$ cat src/hdsp_pkg.sv
/*
 * constants, register map and state type for the half-duplex slave serial port.
 * assumes a single 100 MHz clock and a 32-bit ahb-lite register bus.
 */
package hdsp_pkg;
    // ==========================================================
    // timing
    localparam int unsigned CLK_PERIOD_NS = 10;
    localparam int unsigned CLK_HZ        = 1_000_000_000 / CLK_PERIOD_NS;
    localparam int unsigned BAUD_BASE     = 300;
    localparam int unsigned BIT300_CYC    = CLK_HZ / BAUD_BASE;
    localparam int unsigned MS_TICK_NS    = 1_000_000;
    localparam int unsigned MS_TICK_CYC   = MS_TICK_NS / CLK_PERIOD_NS;
    localparam logic [4:0]  LONG_TICK_MS  = 5'h14;
    // ==========================================================
    // register byte offsets
    localparam logic [7:0] OFS_CTRL     = 8'h00;
    localparam logic [7:0] OFS_STATION  = 8'h04;
    localparam logic [7:0] OFS_POLL_TO  = 8'h08;
    localparam logic [7:0] OFS_RTS_OFF  = 8'h0c;
    localparam logic [7:0] OFS_RTS_SEND = 8'h10;
    localparam logic [7:0] OFS_PRE_TX   = 8'h14;
    localparam logic [7:0] OFS_RETRIES  = 8'h18;
    localparam logic [7:0] OFS_MSG      = 8'h1c;
    localparam logic [7:0] OFS_RXDATA   = 8'h20;
    localparam logic [7:0] OFS_STATUS   = 8'h24;
    localparam logic [7:0] OFS_MASK     = 8'h28;
    // ==========================================================
    // control fields and reset values
    localparam int unsigned CTRL_BAUD_LSB = 0;
    localparam int unsigned CTRL_PAR_EN   = 3;
    localparam int unsigned CTRL_MODEM    = 4;
    localparam int unsigned CTRL_EOT_SUP  = 5;
    localparam int unsigned CTRL_DUP_EN   = 6;
    localparam int unsigned MSG_PEND_BIT  = 8;
    localparam logic [6:0]  CTRL_RST      = 7'h00;
    localparam logic [7:0]  STATION_RST   = 8'h00;
    localparam logic [7:0]  STATION_MAX   = 8'hfe;
    localparam logic [15:0] DELAY_RST     = 16'h0000;
    localparam logic [7:0]  RETRIES_RST   = 8'h00;
    // ==========================================================
    // status bits (same layout in mask)
    localparam int unsigned ST_RX_DATA  = 0;
    localparam int unsigned ST_MSG_DONE = 1;
    localparam int unsigned ST_MSG_TOUT = 2;
    localparam int unsigned ST_MSG_NACK = 3;
    localparam int unsigned ST_DUP      = 4;
    localparam int unsigned ST_W        = 5;
    // ==========================================================
    // packet: station byte, kind byte (bit 7 = sequence), payload byte
    localparam logic [6:0] KIND_POLL = 7'h01;
    localparam logic [6:0] KIND_ACK  = 7'h02;
    localparam logic [6:0] KIND_DATA = 7'h03;
    localparam logic [6:0] KIND_EOT  = 7'h04;
    localparam logic [1:0] PKT_LAST  = 2'h2;
    localparam logic [1:0] PKT_LEN   = 2'h3;

    typedef enum logic [2:0] {
        TS_IDLE     = 3'b000,
        TS_PRE      = 3'b001,
        TS_SEND_DLY = 3'b010,
        TS_CTS      = 3'b011,
        TS_SEND     = 3'b100,
        TS_OFF      = 3'b101
    } hdsp_txst_t;
endpackage

$ cat src/hdsp_top.sv
/*
 * half-duplex polled slave serial port: uart, packet handler, rts/cts
 * sequencing, message retry and poll timeout, ahb-lite registers.
 * assumes inputs are synchronous to CLK_I and a single-master ahb-lite bus.
 */
// Design decisions made here: the register offsets and the AHB-Lite slave port.
`timescale 1ns/100ps
// Overview of operation
// - eight baud rates, none or even parity
// - station address zero to 254 as source
// - eot suppression: no reply when nothing queued
// - duplicate packets detected and discarded
// - poll timeout runs only with pending message
// - timeout drops message and flags error
// - zero poll timeout disables it
// - rts held for off delay after last character
// - wait send delay before sampling cts
// - resend unacknowledged message up to retry count
// - no handshaking: pre-transmit delay before sending
// - modem: pre-transmit delay from receive to rts
module hdsp_top #(
    parameter int unsigned BIT300_CYC   = hdsp_pkg::BIT300_CYC,
    parameter int unsigned MS_TICK_CYC  = hdsp_pkg::MS_TICK_CYC
) (
    input  wire logic        CLK_I,
    input  wire logic        RST_I,
    input  wire logic        HSEL_I,
    input  wire logic [31:0] HADDR_I,
    input  wire logic [1:0]  HTRANS_I,
    input  wire logic        HWRITE_I,
    input  wire logic [2:0]  HSIZE_I,
    input  wire logic [31:0] HWDATA_I,
    input  wire logic        HREADY_I,
    output logic      [31:0] HRDATA_O,
    output logic             HREADYOUT_O,
    output logic             HRESP_O,
    input  wire logic        RXD_I,
    output logic             TXD_O,
    output logic             RTS_O,
    input  wire logic        CTS_I,
    output logic             IRQ_O
);
    import hdsp_pkg::*;

    // bit period: the rates are 300 times a power of two
    function automatic logic [18:0] bit_period(input logic [2:0] sel);
        bit_period = 19'(BIT300_CYC >> sel);
    endfunction

    logic [6:0]  ctrl_ff;
    logic [7:0]  station_ff, retries_ff, msg_data_ff, rx_data_ff;
    logic [15:0] poll_to_ff, rts_off_ff, rts_send_ff, pre_tx_ff;
    logic [ST_W-1:0] status_ff, mask_ff, evt;
    logic        pend_ff, await_ff, msg_seq_ff, dup_seq_ff, dup_vld_ff;
    logic        wr_ph_ff, rd_ok;
    logic [7:0]  wa_ff;
    logic        msg_wr, byte_vld, timeout_evt, poll_hit, send_req;
    logic [6:0]  send_kind;
    logic [7:0]  retry_cnt_ff, send_pay;
    logic [18:0] bitc;

    assign bitc = bit_period(ctrl_ff[CTRL_BAUD_LSB +: 3]);

    // ==========================================================
    // ahb-lite slave: zero wait state, always okay
    always_ff @(posedge CLK_I) begin
        if (RST_I) begin
            wr_ph_ff    <= 1'b0;
            wa_ff       <= 8'h00;
            HREADYOUT_O <= 1'b0;
            HRESP_O     <= 1'b0;
        end else begin
            HREADYOUT_O <= 1'b1;
            HRESP_O     <= 1'b0;
            wr_ph_ff    <= HSEL_I && HREADY_I && HTRANS_I[1] && HWRITE_I
                           && (HSIZE_I == 3'h2);
            wa_ff       <= HADDR_I[7:0];
        end
    end

    assign rd_ok  = HSEL_I && HREADY_I && HTRANS_I[1] && !HWRITE_I;
    assign msg_wr = wr_ph_ff && (wa_ff == OFS_MSG);

    // read data is captured in the address phase so it stands in the data phase
    always_ff @(posedge CLK_I) begin
        if (RST_I) begin
            HRDATA_O <= 32'h0000_0000;
        end else if (rd_ok && HADDR_I[31:8] == 24'h00_0000) begin
            case (HADDR_I[7:0])
                OFS_CTRL:     HRDATA_O <= {25'h0, ctrl_ff};
                OFS_STATION:  HRDATA_O <= {24'h0, station_ff};
                OFS_POLL_TO:  HRDATA_O <= {16'h0, poll_to_ff};
                OFS_RTS_OFF:  HRDATA_O <= {16'h0, rts_off_ff};
                OFS_RTS_SEND: HRDATA_O <= {16'h0, rts_send_ff};
                OFS_PRE_TX:   HRDATA_O <= {16'h0, pre_tx_ff};
                OFS_RETRIES:  HRDATA_O <= {24'h0, retries_ff};
                OFS_MSG:      HRDATA_O <= {23'h0, pend_ff, msg_data_ff};
                OFS_RXDATA:   HRDATA_O <= {24'h0, rx_data_ff};
                OFS_STATUS:   HRDATA_O <= {27'h0, status_ff};
                OFS_MASK:     HRDATA_O <= {27'h0, mask_ff};
                default:      HRDATA_O <= 32'h0000_0000;
            endcase
        end else begin
            HRDATA_O <= 32'h0000_0000;
        end
    end

    // configuration registers; a station above 254 is refused
    always_ff @(posedge CLK_I) begin
        if (RST_I) begin
            ctrl_ff     <= CTRL_RST;
            station_ff  <= STATION_RST;
            poll_to_ff  <= DELAY_RST;
            rts_off_ff  <= DELAY_RST;
            rts_send_ff <= DELAY_RST;
            pre_tx_ff   <= DELAY_RST;
            retries_ff  <= RETRIES_RST;
            msg_data_ff <= 8'h00;
            mask_ff     <= '0;
        end else if (wr_ph_ff) begin
            case (wa_ff)
                OFS_CTRL:     ctrl_ff <= HWDATA_I[6:0];
                OFS_STATION:  if (HWDATA_I[7:0] <= STATION_MAX)
                    station_ff <= HWDATA_I[7:0];
                OFS_POLL_TO:  poll_to_ff  <= HWDATA_I[15:0];
                OFS_RTS_OFF:  rts_off_ff  <= HWDATA_I[15:0];
                OFS_RTS_SEND: rts_send_ff <= HWDATA_I[15:0];
                OFS_PRE_TX:   pre_tx_ff   <= HWDATA_I[15:0];
                OFS_RETRIES:  retries_ff  <= HWDATA_I[7:0];
                OFS_MSG:      msg_data_ff <= HWDATA_I[7:0];
                OFS_MASK:     mask_ff     <= HWDATA_I[ST_W-1:0];
                default:      ;
            endcase
        end
    end

    // sticky status, write one to clear; a new event wins over the clear
    always_ff @(posedge CLK_I) begin
        if (RST_I) begin
            status_ff <= '0;
            IRQ_O     <= 1'b0;
        end else begin
            if (wr_ph_ff && wa_ff == OFS_STATUS)
                status_ff <= (status_ff & ~HWDATA_I[ST_W-1:0]) | evt;
            else
                status_ff <= status_ff | evt;
            IRQ_O <= |(status_ff & mask_ff);
        end
    end

    // ==========================================================
    // timebase: 1 ms tick and 20 ms tick
    logic [16:0] ms_cnt_ff;
    logic [4:0]  lt_cnt_ff;
    logic        tick_ms, tick_lt;
    assign tick_ms = (ms_cnt_ff == 17'(MS_TICK_CYC - 1));
    assign tick_lt = tick_ms && (lt_cnt_ff == LONG_TICK_MS - 5'h1);
    always_ff @(posedge CLK_I) begin
        if (RST_I) begin
            ms_cnt_ff <= '0;
            lt_cnt_ff <= '0;
        end else begin
            ms_cnt_ff <= tick_ms ? 17'h0 : ms_cnt_ff + 17'h1;
            if (tick_ms)
                lt_cnt_ff <= tick_lt ? 5'h0 : lt_cnt_ff + 5'h1;
        end
    end

    // ==========================================================
    // receiver: start, 8 data lsb first, optional even parity, stop
    logic [18:0] rx_tmr_ff;
    logic [3:0]  rx_idx_ff;
    logic        rx_act_ff, rx_stop;
    logic [8:0]  rx_sh_ff;
    logic [7:0]  rx_byte_ff;
    logic        rx_vld_ff;
    assign rx_stop  = (rx_idx_ff == (ctrl_ff[CTRL_PAR_EN] ? 4'ha : 4'h9));
    assign byte_vld = rx_vld_ff;
    always_ff @(posedge CLK_I) begin
        if (RST_I) begin
            rx_act_ff <= 1'b0;
            rx_tmr_ff <= '0;
            rx_idx_ff <= '0;
            rx_sh_ff  <= '0;
            rx_byte_ff <= 8'h00;
            rx_vld_ff <= 1'b0;
        end else begin
            rx_vld_ff <= 1'b0;
            if (!rx_act_ff) begin
                if (!RXD_I) begin
                    rx_act_ff <= 1'b1;
                    rx_tmr_ff <= bitc >> 1;
                    rx_idx_ff <= 4'h0;
                end
            end else if (rx_tmr_ff != 19'h0) begin
                rx_tmr_ff <= rx_tmr_ff - 19'h1;
            end else begin
                rx_tmr_ff <= bitc - 19'h1;
                rx_idx_ff <= rx_idx_ff + 4'h1;
                if (rx_idx_ff == 4'h0 && RXD_I) begin
                    rx_act_ff <= 1'b0; // false start
                end else if (rx_stop) begin
                    rx_act_ff <= 1'b0;
                    // a byte with bad parity or framing is dropped silently
                    if (RXD_I && (!ctrl_ff[CTRL_PAR_EN] || !(^rx_sh_ff))) begin
                        rx_vld_ff  <= 1'b1;
                        rx_byte_ff <= ctrl_ff[CTRL_PAR_EN] ? rx_sh_ff[7:0] : rx_sh_ff[8:1];
                    end
                end else if (rx_idx_ff != 4'h0) begin
                    rx_sh_ff <= {RXD_I, rx_sh_ff[8:1]};
                end
            end
        end
    end

    // ==========================================================
    // packet assembly; a silent millisecond resynchronises the byte index
    logic [1:0] pk_idx_ff;
    logic [7:0] pk_st_ff, pk_kind_ff;
    logic       pk_seen_ff, pk_done_ff;
    logic [7:0] pk_pay_ff;
    always_ff @(posedge CLK_I) begin
        if (RST_I) begin
            pk_idx_ff <= '0;
            pk_st_ff <= 8'h00;
            pk_kind_ff <= 8'h00;
            pk_pay_ff <= 8'h00;
            pk_seen_ff <= 1'b0;
            pk_done_ff <= 1'b0;
        end else begin
            pk_done_ff <= 1'b0;
            if (byte_vld) begin
                pk_seen_ff <= 1'b1;
                pk_idx_ff  <= (pk_idx_ff == PKT_LAST) ? 2'h0 : pk_idx_ff + 2'h1;
                case (pk_idx_ff)
                    2'h0:    pk_st_ff <= rx_byte_ff;
                    2'h1:    pk_kind_ff <= rx_byte_ff;
                    default: begin
                        pk_pay_ff  <= rx_byte_ff;
                        pk_done_ff <= 1'b1;
                    end
                endcase
            end else if (tick_ms) begin
                if (!pk_seen_ff && !rx_act_ff)
                    pk_idx_ff <= 2'h0;
                pk_seen_ff <= 1'b0;
            end
        end
    end

    // ==========================================================
    // message handling: replies, retries, duplicates, poll timeout
    hdsp_txst_t st_ff;
    logic [15:0] pto_cnt_ff;
    logic        hit, is_poll, is_ack, is_data, is_dup;
    assign hit     = pk_done_ff && (pk_st_ff == station_ff);
    assign is_poll = hit && pk_kind_ff[6:0] == KIND_POLL;
    assign is_ack  = hit && pk_kind_ff[6:0] == KIND_ACK;
    assign is_data = hit && pk_kind_ff[6:0] == KIND_DATA;
    assign is_dup  = ctrl_ff[CTRL_DUP_EN] && dup_vld_ff && pk_kind_ff[7] == dup_seq_ff;
    assign poll_hit = is_poll;
    assign timeout_evt = pend_ff && poll_to_ff != 16'h0
                         && pto_cnt_ff == poll_to_ff;

    always_comb begin
        send_req  = 1'b0;
        send_kind = KIND_EOT;
        send_pay  = 8'h00;
        evt       = '0;
        evt[ST_RX_DATA]  = is_data && !is_dup;
        evt[ST_DUP]      = is_data && is_dup;
        evt[ST_MSG_DONE] = is_ack && await_ff;
        evt[ST_MSG_TOUT] = timeout_evt;
        if (is_poll && st_ff == TS_IDLE) begin
            if (pend_ff && await_ff && retry_cnt_ff >= retries_ff) begin
                evt[ST_MSG_NACK] = 1'b1;
            end else if (pend_ff) begin
                send_req  = 1'b1;
                send_kind = KIND_DATA;
                send_pay  = msg_data_ff;
            end else begin
                send_req  = !ctrl_ff[CTRL_EOT_SUP];
            end
        end
    end

    // pending message; a software write wins over a same-cycle drop
    always_ff @(posedge CLK_I) begin
        if (RST_I) begin
            pend_ff <= 1'b0;
            await_ff <= 1'b0;
            msg_seq_ff <= 1'b0;
            retry_cnt_ff <= 8'h00;
        end else begin
            if (evt[ST_MSG_DONE])
                msg_seq_ff <= !msg_seq_ff;
            if (msg_wr) begin
                pend_ff <= 1'b1;
                await_ff <= 1'b0;
                retry_cnt_ff <= 8'h00;
            end else if (evt[ST_MSG_DONE] || evt[ST_MSG_TOUT] || evt[ST_MSG_NACK]) begin
                pend_ff <= 1'b0;
                await_ff <= 1'b0;
            end else if (send_req && send_kind == KIND_DATA) begin
                await_ff <= 1'b1;
                if (await_ff)
                    retry_cnt_ff <= retry_cnt_ff + 8'h1;
            end
        end
    end

    // poll timeout counts 20 ms ticks only while a message is pending
    always_ff @(posedge CLK_I) begin
        if (RST_I || !pend_ff || poll_hit || msg_wr)
            pto_cnt_ff <= 16'h0;
        else if (tick_lt && pto_cnt_ff != 16'hffff)
            pto_cnt_ff <= pto_cnt_ff + 16'h1;
    end

    // accepted data and duplicate tracking
    always_ff @(posedge CLK_I) begin
        if (RST_I) begin
            rx_data_ff <= 8'h00;
            dup_seq_ff <= 1'b0;
            dup_vld_ff <= 1'b0;
        end else if (evt[ST_RX_DATA]) begin
            rx_data_ff <= pk_pay_ff;
            dup_seq_ff <= pk_kind_ff[7];
            dup_vld_ff <= 1'b1;
        end
    end

    // ==========================================================
    // transmit sequencer: pre delay, rts, send delay, cts, bytes, off delay
    logic [15:0] dly_ff;
    logic [7:0]  tx_kind_ff, tx_pay_ff;
    logic [1:0]  tx_idx_ff;
    logic        tx_busy_ff, tx_go;
    logic        modem;
    assign modem = ctrl_ff[CTRL_MODEM];
    assign tx_go = st_ff == TS_SEND && !tx_busy_ff && tx_idx_ff != PKT_LEN;

    always_ff @(posedge CLK_I) begin
        if (RST_I) begin
            st_ff <= TS_IDLE;
            dly_ff <= 16'h0;
            RTS_O <= 1'b0;
            tx_kind_ff <= 8'h00;
            tx_pay_ff <= 8'h00;
            tx_idx_ff <= 2'h0;
        end else begin
            case (st_ff)
                TS_IDLE: if (send_req) begin
                    st_ff <= TS_PRE;
                    dly_ff <= 16'h0;
                    tx_kind_ff <= {send_kind == KIND_DATA && msg_seq_ff, send_kind};
                    tx_pay_ff <= send_pay;
                end
                // the request comes at the last received character
                TS_PRE: if (dly_ff == pre_tx_ff) begin
                    st_ff <= modem ? TS_SEND_DLY : TS_SEND;
                    RTS_O <= modem;
                    dly_ff <= 16'h0;
                    tx_idx_ff <= 2'h0;
                end else if (tick_ms) dly_ff <= dly_ff + 16'h1;
                TS_SEND_DLY: if (dly_ff == rts_send_ff) begin
                    st_ff <= TS_CTS;
                end else if (tick_lt) dly_ff <= dly_ff + 16'h1;
                // a modem that never raises cts stalls the reply here
                TS_CTS: if (CTS_I) st_ff <= TS_SEND;
                TS_SEND: if (tx_go) begin
                    tx_idx_ff <= tx_idx_ff + 2'h1;
                end else if (tx_idx_ff == PKT_LEN && !tx_busy_ff) begin
                    st_ff <= modem ? TS_OFF : TS_IDLE;
                    dly_ff <= 16'h0;
                end
                TS_OFF: if (dly_ff == rts_off_ff) begin
                    st_ff <= TS_IDLE;
                    RTS_O <= 1'b0;
                end else if (tick_lt) dly_ff <= dly_ff + 16'h1;
                default: st_ff <= TS_IDLE;
            endcase
        end
    end

    // ==========================================================
    // transmitter shift register; busy covers the whole stop bit
    logic [18:0] tx_tmr_ff;
    logic [3:0]  tx_left_ff;
    logic [9:0]  tx_sh_ff;
    logic [7:0]  tx_byte;
    always_comb begin
        case (tx_idx_ff)
            2'h0:    tx_byte = station_ff;
            2'h1:    tx_byte = tx_kind_ff;
            default: tx_byte = tx_pay_ff;
        endcase
    end
    always_ff @(posedge CLK_I) begin
        if (RST_I) begin
            TXD_O <= 1'b1;
            tx_busy_ff <= 1'b0;
            tx_tmr_ff <= '0;
            tx_left_ff <= '0;
            tx_sh_ff <= '1;
        end else if (tx_go) begin
            TXD_O <= 1'b0;
            tx_busy_ff <= 1'b1;
            tx_tmr_ff <= bitc - 19'h1;
            tx_left_ff <= ctrl_ff[CTRL_PAR_EN] ? 4'ha : 4'h9;
            tx_sh_ff <= {1'b1, ctrl_ff[CTRL_PAR_EN] ? ^tx_byte : 1'b1, tx_byte};
        end else if (tx_busy_ff) begin
            if (tx_tmr_ff != 19'h0) begin
                tx_tmr_ff <= tx_tmr_ff - 19'h1;
            end else if (tx_left_ff == 4'h0) begin
                tx_busy_ff <= 1'b0;
            end else begin
                TXD_O <= tx_sh_ff[0];
                tx_sh_ff <= {1'b1, tx_sh_ff[9:1]};
                tx_left_ff <= tx_left_ff - 4'h1;
                tx_tmr_ff <= bitc - 19'h1;
            end
        end else begin
            TXD_O <= 1'b1;
        end
    end

    // ==========================================================
    // checks
    station_lim_a: assert property (@(posedge CLK_I) disable iff (RST_I)
        station_ff <= STATION_MAX) else $error("station above 254");
    eot_quiet_a: assert property (@(posedge CLK_I) disable iff (RST_I)
        (is_poll && !pend_ff && ctrl_ff[CTRL_EOT_SUP] && st_ff == TS_IDLE) |=> st_ff == TS_IDLE)
        else $error("reply sent under eot suppression");
    dup_drop_a: assert property (@(posedge CLK_I) disable iff (RST_I)
        evt[ST_DUP] |=> $stable(rx_data_ff)) else $error("duplicate accepted");
    pto_zero_a: assert property (@(posedge CLK_I) disable iff (RST_I)
        poll_to_ff == 16'h0 |-> !evt[ST_MSG_TOUT]) else $error("timeout while disabled");
    pto_drop_a: assert property (@(posedge CLK_I) disable iff (RST_I)
        (timeout_evt && !msg_wr) |=> !pend_ff && status_ff[ST_MSG_TOUT])
        else $error("timeout did not drop message");
    retry_lim_a: assert property (@(posedge CLK_I) disable iff (RST_I)
        (st_ff == TS_IDLE && send_req && await_ff) |-> retry_cnt_ff < retries_ff)
        else $error("retry beyond count");
    cts_gate_a: assert property (@(posedge CLK_I) disable iff (RST_I)
        (st_ff == TS_CTS && !CTS_I) |=> st_ff == TS_CTS) else $error("sent without cts");
    send_dly_a: assert property (@(posedge CLK_I) disable iff (RST_I)
        (st_ff == TS_SEND_DLY && dly_ff != rts_send_ff) |=> st_ff == TS_SEND_DLY)
        else $error("cts sampled early");
    rts_hold_a: assert property (@(posedge CLK_I) disable iff (RST_I)
        (st_ff == TS_OFF || (st_ff == TS_SEND && modem)) |-> RTS_O)
        else $error("rts dropped early");
    pre_dly_a: assert property (@(posedge CLK_I) disable iff (RST_I)
        (st_ff == TS_PRE && dly_ff != pre_tx_ff) |=> st_ff == TS_PRE && !RTS_O)
        else $error("pre-transmit delay cut short");
endmodule

$ cat config.mk
export PLATFORM = sky130hd
export DESIGN_NAME = hdsp_top
export DESIGN_NICKNAME = d
export VERILOG_FILES = /design/src/hdsp_pkg.sv /design/src/hdsp_top.sv
export SDC_FILE = /design/constraint.sdc
export NUM_CORES = 1
export LEC_CHECK = 0
export ABC_AREA = 1
export BUFFER_PORTS_ARGS = -buffer_cell sky130_fd_sc_hd__buf_2
export CAP_MARGIN = 5
export CORE_UTILIZATION = 30
export CTS_CLUSTER_SIZE = 8
export DETAILED_ROUTE_END_ITERATION = 6
export PLACE_DENSITY_LB_ADDON = 0.25
export SLEW_MARGIN = 10
export SYNTH_ARGS = -nofsm -noshare
export SYNTH_HDL_FRONTEND = slang
export SYNTH_SLANG_ARGS = --single-unit
$ cat constraint.sdc
create_clock -name CLK_I -period 4.8 [get_ports CLK_I]
set_input_delay 0.48 -clock CLK_I [delete_from_list [all_inputs] [get_ports CLK_I]]
set_output_delay 0.48 -clock CLK_I [all_outputs]
set_load 0.1 [all_outputs]
==> flow_metrics.tcl, run 1 <==
set metrics [dict create \
    setup_viols_final 0 \
    outcome "complete, no violations" \
    worst_skew_pair.late_latency_ns 0.58 \
    htreeDepth 2 \
    path_class "reg -> reg" \
    holdBufCountCts 0 \
    timing.final.crit_share_pct 62.5 \
    gp_congestion 0.892 \
    clk_transition_reported_paths_ns 0.05 \
    max-clock-path-buffers 3 \
    asyncSetResetFlopFracSynth_pct 0 \
    post-place-cells 3263 \
    drcViolationCount 0 \
    cellPowerDensity_nw_per_um2 341 \
    ys.warnings.count 0 \
    cts_tree "yes" \
    cts_root_buf "sky130_fd_sc_hd__clkbuf_16" \
    std_cell_rows 87 \
    worstSetupStartpointType "flop" \
    worst_min_path_class "in -> reg" \
    grt_pass1_wl_mm 85.6 \
    timing.final.hold_violations 0 \
    hpwl_mm 39.0 \
    layout.cell_area.non_filler_um2 19600 \
    critPathRequiredTime_ns 5.23 \
    total_power_after_layout_mw 6.68 \
    fp.coreArea_um2 56800 \
    critical-path-top-delay-family "simple AND/OR/NAND/NOR gates" \
    port-buffer-count 78 \
    final_core_utilization_pct 34.5 \
    ys_seq_area_share_pct 37.7 \
    static-leakage-power_nw 7.88 \
    tightestPinTransition_ns 1.26 \
    grt_setup_unrepaired "false" \
    dr_total_vias 16600 \
    grt_pass1_vias 15600 \
    grt.total_usage_pct 17.9 \
    critical_path.most_common_cell "sky130_fd_sc_hd__nand2_1" \
    synth_edf_count 0 \
    synth_top_flop_cell "sky130_fd_sc_hd__dfxtp_1" \
    yosys_register_bits 328 \
    critical_path.endpoint_type "flop" \
    final_cell_count_no_fill 3318 \
    crit_slowest_cell "sky130_fd_sc_hd__inv_1" \
    finalCriticalPeriod_ns 3.00 \
    cts.sinks 328 \
    multi_input_comb_area_um2 9100 \
    cap_violations 0 \
    syn_area_per_cell_um2 6.93 \
    setup_total_negative_slack_ns 0 \
    critPathMaxFanout 21 \
    die_area_um2 59000 \
    detail_route.vias_per_cell 4.99 \
    num_io_pins 113 \
    floorplan.initialDensity_pct 30.6 \
    number_of_buffers_added_for_setup_after_cts 0 \
    initial_antenna_violation_count 1 \
    syn_to_final_growth_pct 12.5 \
    post_cts_resized 0 \
    finalNetCount 2660 \
    drive_gt1_share_pct 8.39 \
    detailedRoute.firstPassIterationCount 5 \
    report.final.slew_viol_count 0 \
    cp_cell_sequence "inv_1, ha_1, nand2_1, nand2_1, nor2_1, nand2_1, nand2_1, nand2_1, nand2_1, nand2_1, o21bai_1, nand2_1, inv_1, nand2_2, nand2_1, a21oi_1" \
    detail-route-antenna-nets 0 \
    critical_path_arrival_ns 3.43 \
    place_ws_ns 1.85 \
    seqCellArea_um2 6570 \
    syn-cell-area_um2 17400 \
    global_route.overflow_total 0 \
    cell_area_after_placement_um2 18300 \
    wirelength_mm 53.5 \
    filler_cell_count 6195 \
    max-vdd-ir-drop_mv 0.214 \
    cts_inserted_buffers 47 \
    critical-path-max-stage-delay_ns 0.59 \
    drt-wirelength-per-cell_um 16.1 \
    grt_max_degree 76 \
    count_of_cell_types_in_the_netlist 52 \
    worst-path-buf-inv 2 \
    clock.fmax_mhz 333 \
    holdWs_ns 0.0643 \
    postSynthCellCount 2511 \
    max_slew_margin_pct 15.8 \
    first_iter_violations 1377 \
    final_critical_path_setup_slack_ns 1.80 \
    skew_ns 0.0255 \
    die-width_um 243 \
    die_h_um 243 \
    num_antenna_cells 0 \
]
[final timing paths]
check | startpoint | end | slack, ns | cells past startpoint
worst max-delay path | retries_ff[3] | dly_ff[10] | 1.80 | 16
worst min-delay path | HSIZE_I[2] | wr_ph_ff | 0.06 | 2
worst max register to register | retries_ff[3] | dly_ff[10] | 1.80 | 16
worst min register to register | ms_cnt_ff[0] | ms_cnt_ff[0] | 0.45 | 1
[placed cells by master, fill, tap and decap left out, types with 8 or more instances in the layout]
| cell type | n |
|---|---|
| sky130_fd_sc_hd__xor2_1 | 95 |
| sky130_fd_sc_hd__conb_1 | 17 |
| sky130_fd_sc_hd__nand4_1 | 37 |
| sky130_fd_sc_hd__a31oi_1 | 11 |
| sky130_fd_sc_hd__dfxtp_1 | 328 |
| sky130_fd_sc_hd__nor2_1 | 241 |
| sky130_fd_sc_hd__clkbuf_16 | 47 |
| sky130_fd_sc_hd__xnor2_1 | 24 |
| sky130_fd_sc_hd__or2_2 | 11 |
| sky130_fd_sc_hd__ha_1 | 28 |
| sky130_fd_sc_hd__nor2_2 | 8 |
| sky130_fd_sc_hd__o21ai_0 | 224 |
| sky130_fd_sc_hd__inv_2 | 22 |
| sky130_fd_sc_hd__a211oi_1 | 13 |
| sky130_fd_sc_hd__clkinv_1 | 8 |
| sky130_fd_sc_hd__nand3b_1 | 8 |
| sky130_fd_sc_hd__o22ai_1 | 32 |
| sky130_fd_sc_hd__buf_4 | 14 |
| sky130_fd_sc_hd__nor4_1 | 13 |
| sky130_fd_sc_hd__nand2_2 | 9 |
| sky130_fd_sc_hd__nor3_1 | 54 |
| sky130_fd_sc_hd__buf_2 | 77 |
| sky130_fd_sc_hd__inv_1 | 293 |
| sky130_fd_sc_hd__nand3_1 | 124 |
| sky130_fd_sc_hd__a21oi_1 | 276 |
| sky130_fd_sc_hd__o211ai_1 | 22 |
| sky130_fd_sc_hd__nand2_1 | 456 |
| sky130_fd_sc_hd__a221oi_1 | 11 |
[synthesized netlist by cell type, types with 7 or more instances]
library cell,instances,area (µm²)
sky130_fd_sc_hd__a211oi_1,13,97.6
sky130_fd_sc_hd__a21oi_1,276,1380
sky130_fd_sc_hd__a221oi_1,11,96.3
sky130_fd_sc_hd__a31oi_1,11,68.8
sky130_fd_sc_hd__buf_2,31,155
sky130_fd_sc_hd__buf_4,22,165
sky130_fd_sc_hd__clkbuf_1,49,184
sky130_fd_sc_hd__clkinv_1,8,30.0
sky130_fd_sc_hd__dfxtp_1,328,6570
sky130_fd_sc_hd__ha_1,28,350
sky130_fd_sc_hd__inv_1,294,1100
sky130_fd_sc_hd__inv_2,22,82.6
sky130_fd_sc_hd__nand2_1,456,1710
sky130_fd_sc_hd__nand2_2,9,56.3
sky130_fd_sc_hd__nand3_1,124,621
sky130_fd_sc_hd__nand3_2,7,70.1
sky130_fd_sc_hd__nand3b_1,8,60.1
sky130_fd_sc_hd__nand4_1,37,231
sky130_fd_sc_hd__nor2_1,241,905
sky130_fd_sc_hd__nor2_2,8,50.1
sky130_fd_sc_hd__nor3_1,54,270
sky130_fd_sc_hd__nor4_1,14,87.6
sky130_fd_sc_hd__o211ai_1,22,165
sky130_fd_sc_hd__o21ai_0,224,1120
sky130_fd_sc_hd__o22ai_1,32,200
sky130_fd_sc_hd__or2_2,11,68.8
sky130_fd_sc_hd__xnor2_1,24,210
sky130_fd_sc_hd__xor2_1,95,832
[sequential cells by signal, indices dropped and copies added (netlist names), 9 cells and up]
signal / flops
rx_tmr_ff: 19
tx_tmr_ff: 19
ms_cnt_ff: 17
HRDATA_O: 16
dly_ff: 16
poll_to_ff: 16
pre_tx_ff: 16
pto_cnt_ff: 16
rts_off_ff: 16
rts_send_ff: 16
rx_sh_ff: 9
tx_sh_ff: 9
[kinds of logic (layout without fill, tap and decap cells)]
logic type               count (synthesis)  in the layout  share of synthesized area [%]
AND/OR/NAND/NOR                        984            984                           24.8
AO/OA/AOI/OAI                          614            614                           19.1
buffers and inverters                  437            472                           10.4
flip-flops                             328            328                           37.7
XOR/XNOR                               119            119                           5.99
adder cells (fa/ha/maj)                 28             28                           2.01
other                                    1             17                         0.0215
[area by class of cell]
class	instances	share of cell area, %
clock inverter	2	0.147
tap	756	4.83
sequential	328	33.5
inverter	326	6.29
timing repair buffer	91	2.50
multi-input combinational	1762	46.5
clock buffer	53	6.22
[worst register-to-register path, stage by stage, from the launching register on]
cell and delay, ns:
sky130_fd_sc_hd__dfxtp_1 0.32, sky130_fd_sc_hd__inv_1 0.09, sky130_fd_sc_hd__ha_1 0.31, sky130_fd_sc_hd__nand2_1 0.07, sky130_fd_sc_hd__nand2_1 0.04, sky130_fd_sc_hd__nor2_1 0.09, sky130_fd_sc_hd__nand2_1 0.05, sky130_fd_sc_hd__nand2_1 0.05
sky130_fd_sc_hd__nand2_1 0.05, sky130_fd_sc_hd__nand2_1 0.09, sky130_fd_sc_hd__nand2_1 0.07, sky130_fd_sc_hd__o21bai_1 0.27, sky130_fd_sc_hd__nand2_1 0.11, sky130_fd_sc_hd__inv_1 0.59, sky130_fd_sc_hd__nand2_2 0.42, sky130_fd_sc_hd__nand2_1 0.16
sky130_fd_sc_hd__a21oi_1 0.07
[routing by layer]
layer  GRT usage, %  vias up  share of wire [%]
met5              0        -              0.017
met2           28.1      407                 44
li1               -     8323                  -
met1           24.9     7740                 48
met4           6.01        2                2.7
met3           2.68       87                4.7
[power by group]
part	internal [mW]	total [mW]	switching, mW	leakage [nW]
Clock	1.76	2.96	1.20	0.613
Combinational	0.230	0.894	0.664	4.62
Sequential	2.77	2.82	0.0507	2.65
(Power assumes the default switching activity.)
==> inputs of run 2 (changes only) <==
Clock period 4.8 ns to 2.75 ns, I/O delays scaled along.
==> flow_metrics.tcl, run 2 (same netlist as run 1, synthesis figures left out) <==
set metrics [dict create \
    grt_pass1_vias 15900 \
    final_common_cell "sky130_fd_sc_hd__nand2_1" \
    grt_max_degree 85 \
    critPathMaxFanout 6 \
    clock_power_share_pct 44.3 \
    finalCriticalPeriod_ns 2.51 \
    filler_cell_count 6106 \
    max-clock-path-buffers 3 \
    cellPowerDensity_nw_per_um2 590 \
    pwr-share-comb_pct 13.9 \
    dr_total_vias 16700 \
    clock.fmax_mhz 398 \
    initial_antenna_violation_count 1 \
    drcViolationCount 0 \
    std_cell_rows 87 \
    hpwl_mm 40.2 \
    regToRegStartpoint "ctrl_ff[1]" \
    critical_path.endpoint_type "flop" \
    layout.cells.most_common_list "sky130_fd_sc_hd__nand2_1 (456), sky130_fd_sc_hd__dfxtp_1 (328), sky130_fd_sc_hd__inv_1 (293), sky130_fd_sc_hd__a21oi_1 (276), sky130_fd_sc_hd__nor2_1 (241)" \
    cap_violations 0 \
    wirelength_mm 54.6 \
    setup.worst_path.start "ctrl_ff[1]" \
    p_switching_mw 3.38 \
    htreeDepth 2 \
    max_slew_margin_pct 20.8 \
    worst_skew_pair.late_latency_ns 0.59 \
    path_class "reg -> reg" \
    port-buffer-count 78 \
    global_route.overflow_total 0 \
    first_iter_violations 1425 \
    skew_ns 0.0227 \
    num_io_pins 113 \
    die_h_um 243 \
    swShare_pct 28.7 \
    detail-route-antenna-nets 0 \
    finalNetCount 2704 \
    cts_tree "yes" \
    gp_congestion 0.929 \
    seqCellArea_um2 6570 \
    critical_path_arrival_ns 3.01 \
    grt_setup_unrepaired "false" \
    r2r-end "tx_tmr_ff[8]" \
    report.final.slew_viol_count 0 \
    final_cell_count_no_fill 3361 \
    worst_min_path_class "in -> reg" \
    timing.final.crit_share_pct 91.3 \
    timing.final.hold_violations 0 \
    grt_pass1_wl_mm 87.6 \
    largestRegisters "rx_tmr_ff x19, tx_tmr_ff x19, ms_cnt_ff x17" \
    seqPwrFrac_pct 41.8 \
    outcome "complete, no violations" \
    timing.reg2reg.worst_path_depth 13 \
    cts.sinks 328 \
    die_area_um2 59000 \
    cts_root_buf "sky130_fd_sc_hd__clkbuf_16" \
    setup_viols_final 0 \
    num_antenna_cells 0 \
    p_int_mw 8.42 \
    regToRegSetupSlack_ns 0.24 \
    multi_input_comb_area_um2 9100 \
    floorplan.initialDensity_pct 30.6 \
    post-place-cells 3295 \
    drive_gt1_share_pct 9.44 \
    max-vdd-ir-drop_mv 0.391 \
    worstSetupStartpointType "flop" \
    detailedRoute.firstPassIterationCount 6 \
    syn_to_final_growth_pct 14.8 \
    setup_total_negative_slack_ns 0 \
    detail_route.vias_per_cell 4.98 \
    clk_transition_reported_paths_ns 0.05 \
    critPathRequiredTime_ns 3.25 \
    grt.total_usage_pct 18.4 \
    post_cts_resized 0 \
    tightestPinTransition_ns 1.18 \
    static-leakage-power_nw 8.10 \
    fp.coreArea_um2 56800 \
    cts_inserted_buffers 47 \
    die-width_um 243 \
    number_of_buffers_added_for_setup_after_cts 0 \
    drt-wirelength-per-cell_um 16.2 \
    worst_setup_path_endpoint "tx_tmr_ff[8]" \
]
run 2: cell types whose count changed in the layout (fill, tap and decap cells not counted):
| cell | change |
|---|---|
| sky130_fd_sc_hd__buf_12 | +2 |
| sky130_fd_sc_hd__clkinv_8 | +2 |
| sky130_fd_sc_hd__buf_4 | +30 |
| sky130_fd_sc_hd__clkbuf_8 | -2 |
| sky130_fd_sc_hd__dlygate4sd3_1 | +12 |
| sky130_fd_sc_hd__inv_16 | -1 |
| sky130_fd_sc_hd__inv_6 | -1 |
| sky130_fd_sc_hd__bufinv_16 | +1 |
run 2: layer usage:
layer | part of all wire, % | vias up | GRT usage, %
met5 | 0.024 | - | 0
met4 | 2.6 | 2 | 6.14
met3 | 5.1 | 88 | 2.74
met2 | 44 | 402 | 28.9
met1 | 48 | 7820 | 25.6
li1 | - | 8419 | -
run 2: worst min-delay path by stage:
stage / startpoint / endpoint / slack, ns / cells past startpoint
3_5_place_dp: pk_kind_ff[2] / pk_kind_ff[2] / 0.44 / 2
2_1_floorplan: HSIZE_I[2] / wr_ph_ff / 0.35 / 1
5_1_grt: HWDATA_I[9] / pre_tx_ff[9] / 0.02 / 3
4_1_cts: HWDATA_I[9] / pre_tx_ff[9] / 0.0007 / 3
3_3_place_gp: ms_cnt_ff[0] / ms_cnt_ff[0] / 0.43 / 1
6_report: HWDATA_I[9] / pre_tx_ff[9] / 0.04 / 3
run 2: cell type report:
cell class                      count  area share (%)
Tap cell                          756            4.73
Inverter                          326            6.16
Clock inverter                      3           0.313
Clock buffer                       51            5.96
Sequential cell                   328            32.9
Multi-Input combinational cell   1762            45.6
Timing Repair Buffer              135            4.38
run 2: repair_timing:
| action | in CTS | in global routing |
|---|---|---|
| setup endpoints to repair | 0 | 0 |
| endpoints found under the hold margin | 11 | 0 |
| hold buffers | 12 | 0 |
run 2: power groups by stage:
stage | clock [mW] | combinational (mW) | sequential (mW)
CTS | 5.39 | 1.64 | 4.92
detailed placement | 0 | 1.62 | 5.02
floorplan | 0 | 1.21 | 5.00
global placement | 0 | 1.61 | 5.01
global route | 5.58 | 1.81 | 4.93
finish | 5.22 | 1.64 | 4.93
run 2: worst max-delay path, stage by stage, from the launching register on:
cell and delay, ns:
sky130_fd_sc_hd__dfxtp_1 0.40, sky130_fd_sc_hd__inv_1 0.22, sky130_fd_sc_hd__ha_1 0.27, sky130_fd_sc_hd__nand2_1 0.09
sky130_fd_sc_hd__inv_1 0.07, sky130_fd_sc_hd__nor2_1 0.19, sky130_fd_sc_hd__ha_1 0.21, sky130_fd_sc_hd__nor3b_2 0.25
sky130_fd_sc_hd__nand3_1 0.12, sky130_fd_sc_hd__xnor2_1 0.27, sky130_fd_sc_hd__nand2_1 0.12, sky130_fd_sc_hd__o21ai_0 0.10
sky130_fd_sc_hd__nand2_1 0.06, sky130_fd_sc_hd__o21ai_0 0.08
run 2: metrics by stage:
stage	area, µm²	utilization (%)	setup slack [ns]	total power [mW]	hold slack (ns)
2_1_floorplan	17500	-	0.779	6.21	0.351
3_3_place_gp	18600	32.7	0.307	6.63	0.431
3_5_place_dp	18600	32.7	0.290	6.64	0.445
4_1_cts	20000	35.2	0.286	11.9	0.000742
5_1_grt	20000	35.2	0.0145	12.3	0.0236
6_report	20000	35.2	0.238	11.8	0.0353
==> inputs of run 3 (changes only) <==
Settings changed: CORE_UTILIZATION 30 to 55.
==> flow_metrics.tcl, run 3 (same netlist as run 1, synthesis figures left out) <==
set metrics [dict create \
    gp_congestion 0.973 \
    grt_pass1_wl_mm 81.6 \
    clk_transition_reported_paths_ns 0.05 \
    hpwl_mm 36.2 \
    pwr-share-comb_pct 13.9 \
    clock_power_share_pct 43.3 \
    cellPowerDensity_nw_per_um2 594 \
    groute.layer.met2.usage_pct 52.0 \
    place_ws_ns 0.275 \
    layout.cells.most_common_list "sky130_fd_sc_hd__nand2_1 (456), sky130_fd_sc_hd__dfxtp_1 (328), sky130_fd_sc_hd__inv_1 (293), sky130_fd_sc_hd__a21oi_1 (276), sky130_fd_sc_hd__nor2_1 (241)" \
    outcome "complete, but fails checks" \
    final_critical_path_setup_slack_ns 0.159 \
    setup_viols_final 0 \
    skew_ns 0.0133 \
    largestRegisters "rx_tmr_ff x19, tx_tmr_ff x19, ms_cnt_ff x17" \
    finalCriticalPeriod_ns 2.59 \
    cap_violations 0 \
    cts.sinks 328 \
    report.final.slew_viol_count 0 \
    cts_tree "yes" \
    die_area_um2 32400 \
    die-width_um 180 \
    finalNetCount 2693 \
    initial_antenna_violation_count 1 \
    num_io_pins 113 \
    detail_route.vias_per_cell 5.70 \
    detailedRoute.firstPassIterationCount 7 \
    first_iter_violations 1335 \
    final_common_cell "sky130_fd_sc_hd__nand2_1" \
    most_congested_layer_reported_by_global_routing "met2" \
    worstSetupStartpointType "flop" \
    dr_total_vias 17000 \
    max-vdd-ir-drop_mv 0.474 \
    gr-usage-met3_pct 4.07 \
    seqPwrFrac_pct 42.8 \
    path_class "reg -> reg" \
    p_switching_mw 3.25 \
    worst_min_path_class "in -> reg" \
    layout.cell_area.non_filler_um2 19400 \
    drive_gt1_share_pct 9.31 \
    critical_path.endpoint_type "flop" \
    drcViolationCount 18 \
    timing.final.hold_violations 0 \
    critical_path_arrival_ns 3.06 \
    number_of_buffers_added_for_setup_after_cts 0 \
    port-buffer-count 78 \
    violations_in_the_final_reports "design-rule violations" \
    grt_setup_unrepaired "false" \
    grt.total_usage_pct 30.7 \
    worst_skew_pair.late_latency_ns 0.55 \
    tightestPinTransition_ns 1.08 \
    clock.fmax_mhz 386 \
    std_cell_rows 64 \
    detail-route-antenna-nets 0 \
    fp.coreArea_um2 30800 \
    max-clock-path-buffers 3 \
    wirelength_mm 50.1 \
    grt_util_met1_pct 39.4 \
    syn_to_final_growth_pct 11.4 \
    global_route.overflow_total 0 \
    setup_total_negative_slack_ns 0 \
    cts_root_buf "sky130_fd_sc_hd__clkbuf_16" \
    floorplan.initialDensity_pct 56.5 \
    die_h_um 180 \
    drt-wirelength-per-cell_um 16.8 \
    cts_inserted_buffers 46 \
    htreeDepth 2 \
    critPathMaxFanout 8 \
    swShare_pct 28.2 \
    max_slew_margin_pct 27.9 \
    p_int_mw 8.27 \
    grt_pass1_vias 15900 \
    timing.final.crit_share_pct 94.2 \
    cell_area_after_placement_um2 18100 \
    static-leakage-power_nw 8.04 \
    critPathRequiredTime_ns 3.22 \
    grt_max_degree 100 \
]
[run 3: changes by cell type in the layout (fill, tap and decap cells not counted)]
| cell | previous run | this run |
|---|---|---|
| sky130_fd_sc_hd__diode_2 | 0 | 1 |
| sky130_fd_sc_hd__bufinv_16 | 1 | 0 |
| sky130_fd_sc_hd__dlygate4sd3_1 | 12 | 6 |
| sky130_fd_sc_hd__buf_4 | 44 | 40 |
| sky130_fd_sc_hd__clkbuf_1 | 4 | 0 |
[run 3: power by group through the flow]
stage	combinational (mW)	sequential (mW)	clock (mW)
after floorplan	1.21	5.00	0
after global placement	1.53	5.01	0
after detailed placement	1.55	5.02	0
after CTS	1.58	4.92	5.06
after global routing	1.76	4.93	5.25
final	1.60	4.93	4.99
[run 3: metal layers]
layer  wire, µm  vias to the layer above
li1           -                     8383
met1      21700                     7918
met2      23500                      606
met3       3130                      109
met4       1780                        0
met5          0                        -
[run 3: final timing paths]
kind / startpoint / end / slack, ns / cells after the start
setup reg to reg: ctrl_ff[0] / tx_tmr_ff[8] / 0.16 / 13
setup / recovery: ctrl_ff[0] / tx_tmr_ff[8] / 0.16 / 13
hold reg to reg: pk_kind_ff[3] / pk_kind_ff[3] / 0.45 / 2
hold / removal: HADDR_I[4] / wa_ff[4] / 0.04 / 3
[run 3: per-stage QoR]
stage	hold slack (ns)	power, mW	util, %	std cells
6_report	0.0355	11.5	62.9	2987
5_1_grt	0.0293	11.9	62.9	2986
4_1_cts	0.0144	11.6	62.9	2986
3_5_place_dp	0.444	6.57	58.8	2931
3_3_place_gp	0.428	6.54	58.8	2931
2_1_floorplan	0.351	6.21	-	2527
[run 3: final cells by class]
class	count	area, µm²
Sequential cell	328	6570
Clock buffer	47	1180
Clock inverter	2	32.5
Fill cell	2783	11400
Multi-Input combinational cell	1762	9100
Timing Repair Buffer	125	786
Tap cell	396	495
Inverter	326	1230
Antenna cell	1	2.50
[run 3: repair_timing]
action | 4_1_cts | 5_1_grt
resized for setup | 0 | 0
hold buffers | 6 | 0
setup endpoints to repair | 0 | 0
hold endpoints to repair | 5 | 0
[run 3: worst max-delay path, stage by stage (launching register included)]
cell and delay [ns]:
sky130_fd_sc_hd__dfxtp_1 0.49, sky130_fd_sc_hd__inv_1 0.22, sky130_fd_sc_hd__ha_1 0.26, sky130_fd_sc_hd__inv_1 0.09
sky130_fd_sc_hd__nor2_1 0.09, sky130_fd_sc_hd__inv_1 0.15, sky130_fd_sc_hd__o21ai_0 0.27, sky130_fd_sc_hd__nor2_1 0.24
sky130_fd_sc_hd__nand3_1 0.12, sky130_fd_sc_hd__xnor2_1 0.24, sky130_fd_sc_hd__nand2_1 0.12, sky130_fd_sc_hd__o21ai_0 0.10
sky130_fd_sc_hd__nand2_1 0.06, sky130_fd_sc_hd__o21ai_0 0.07
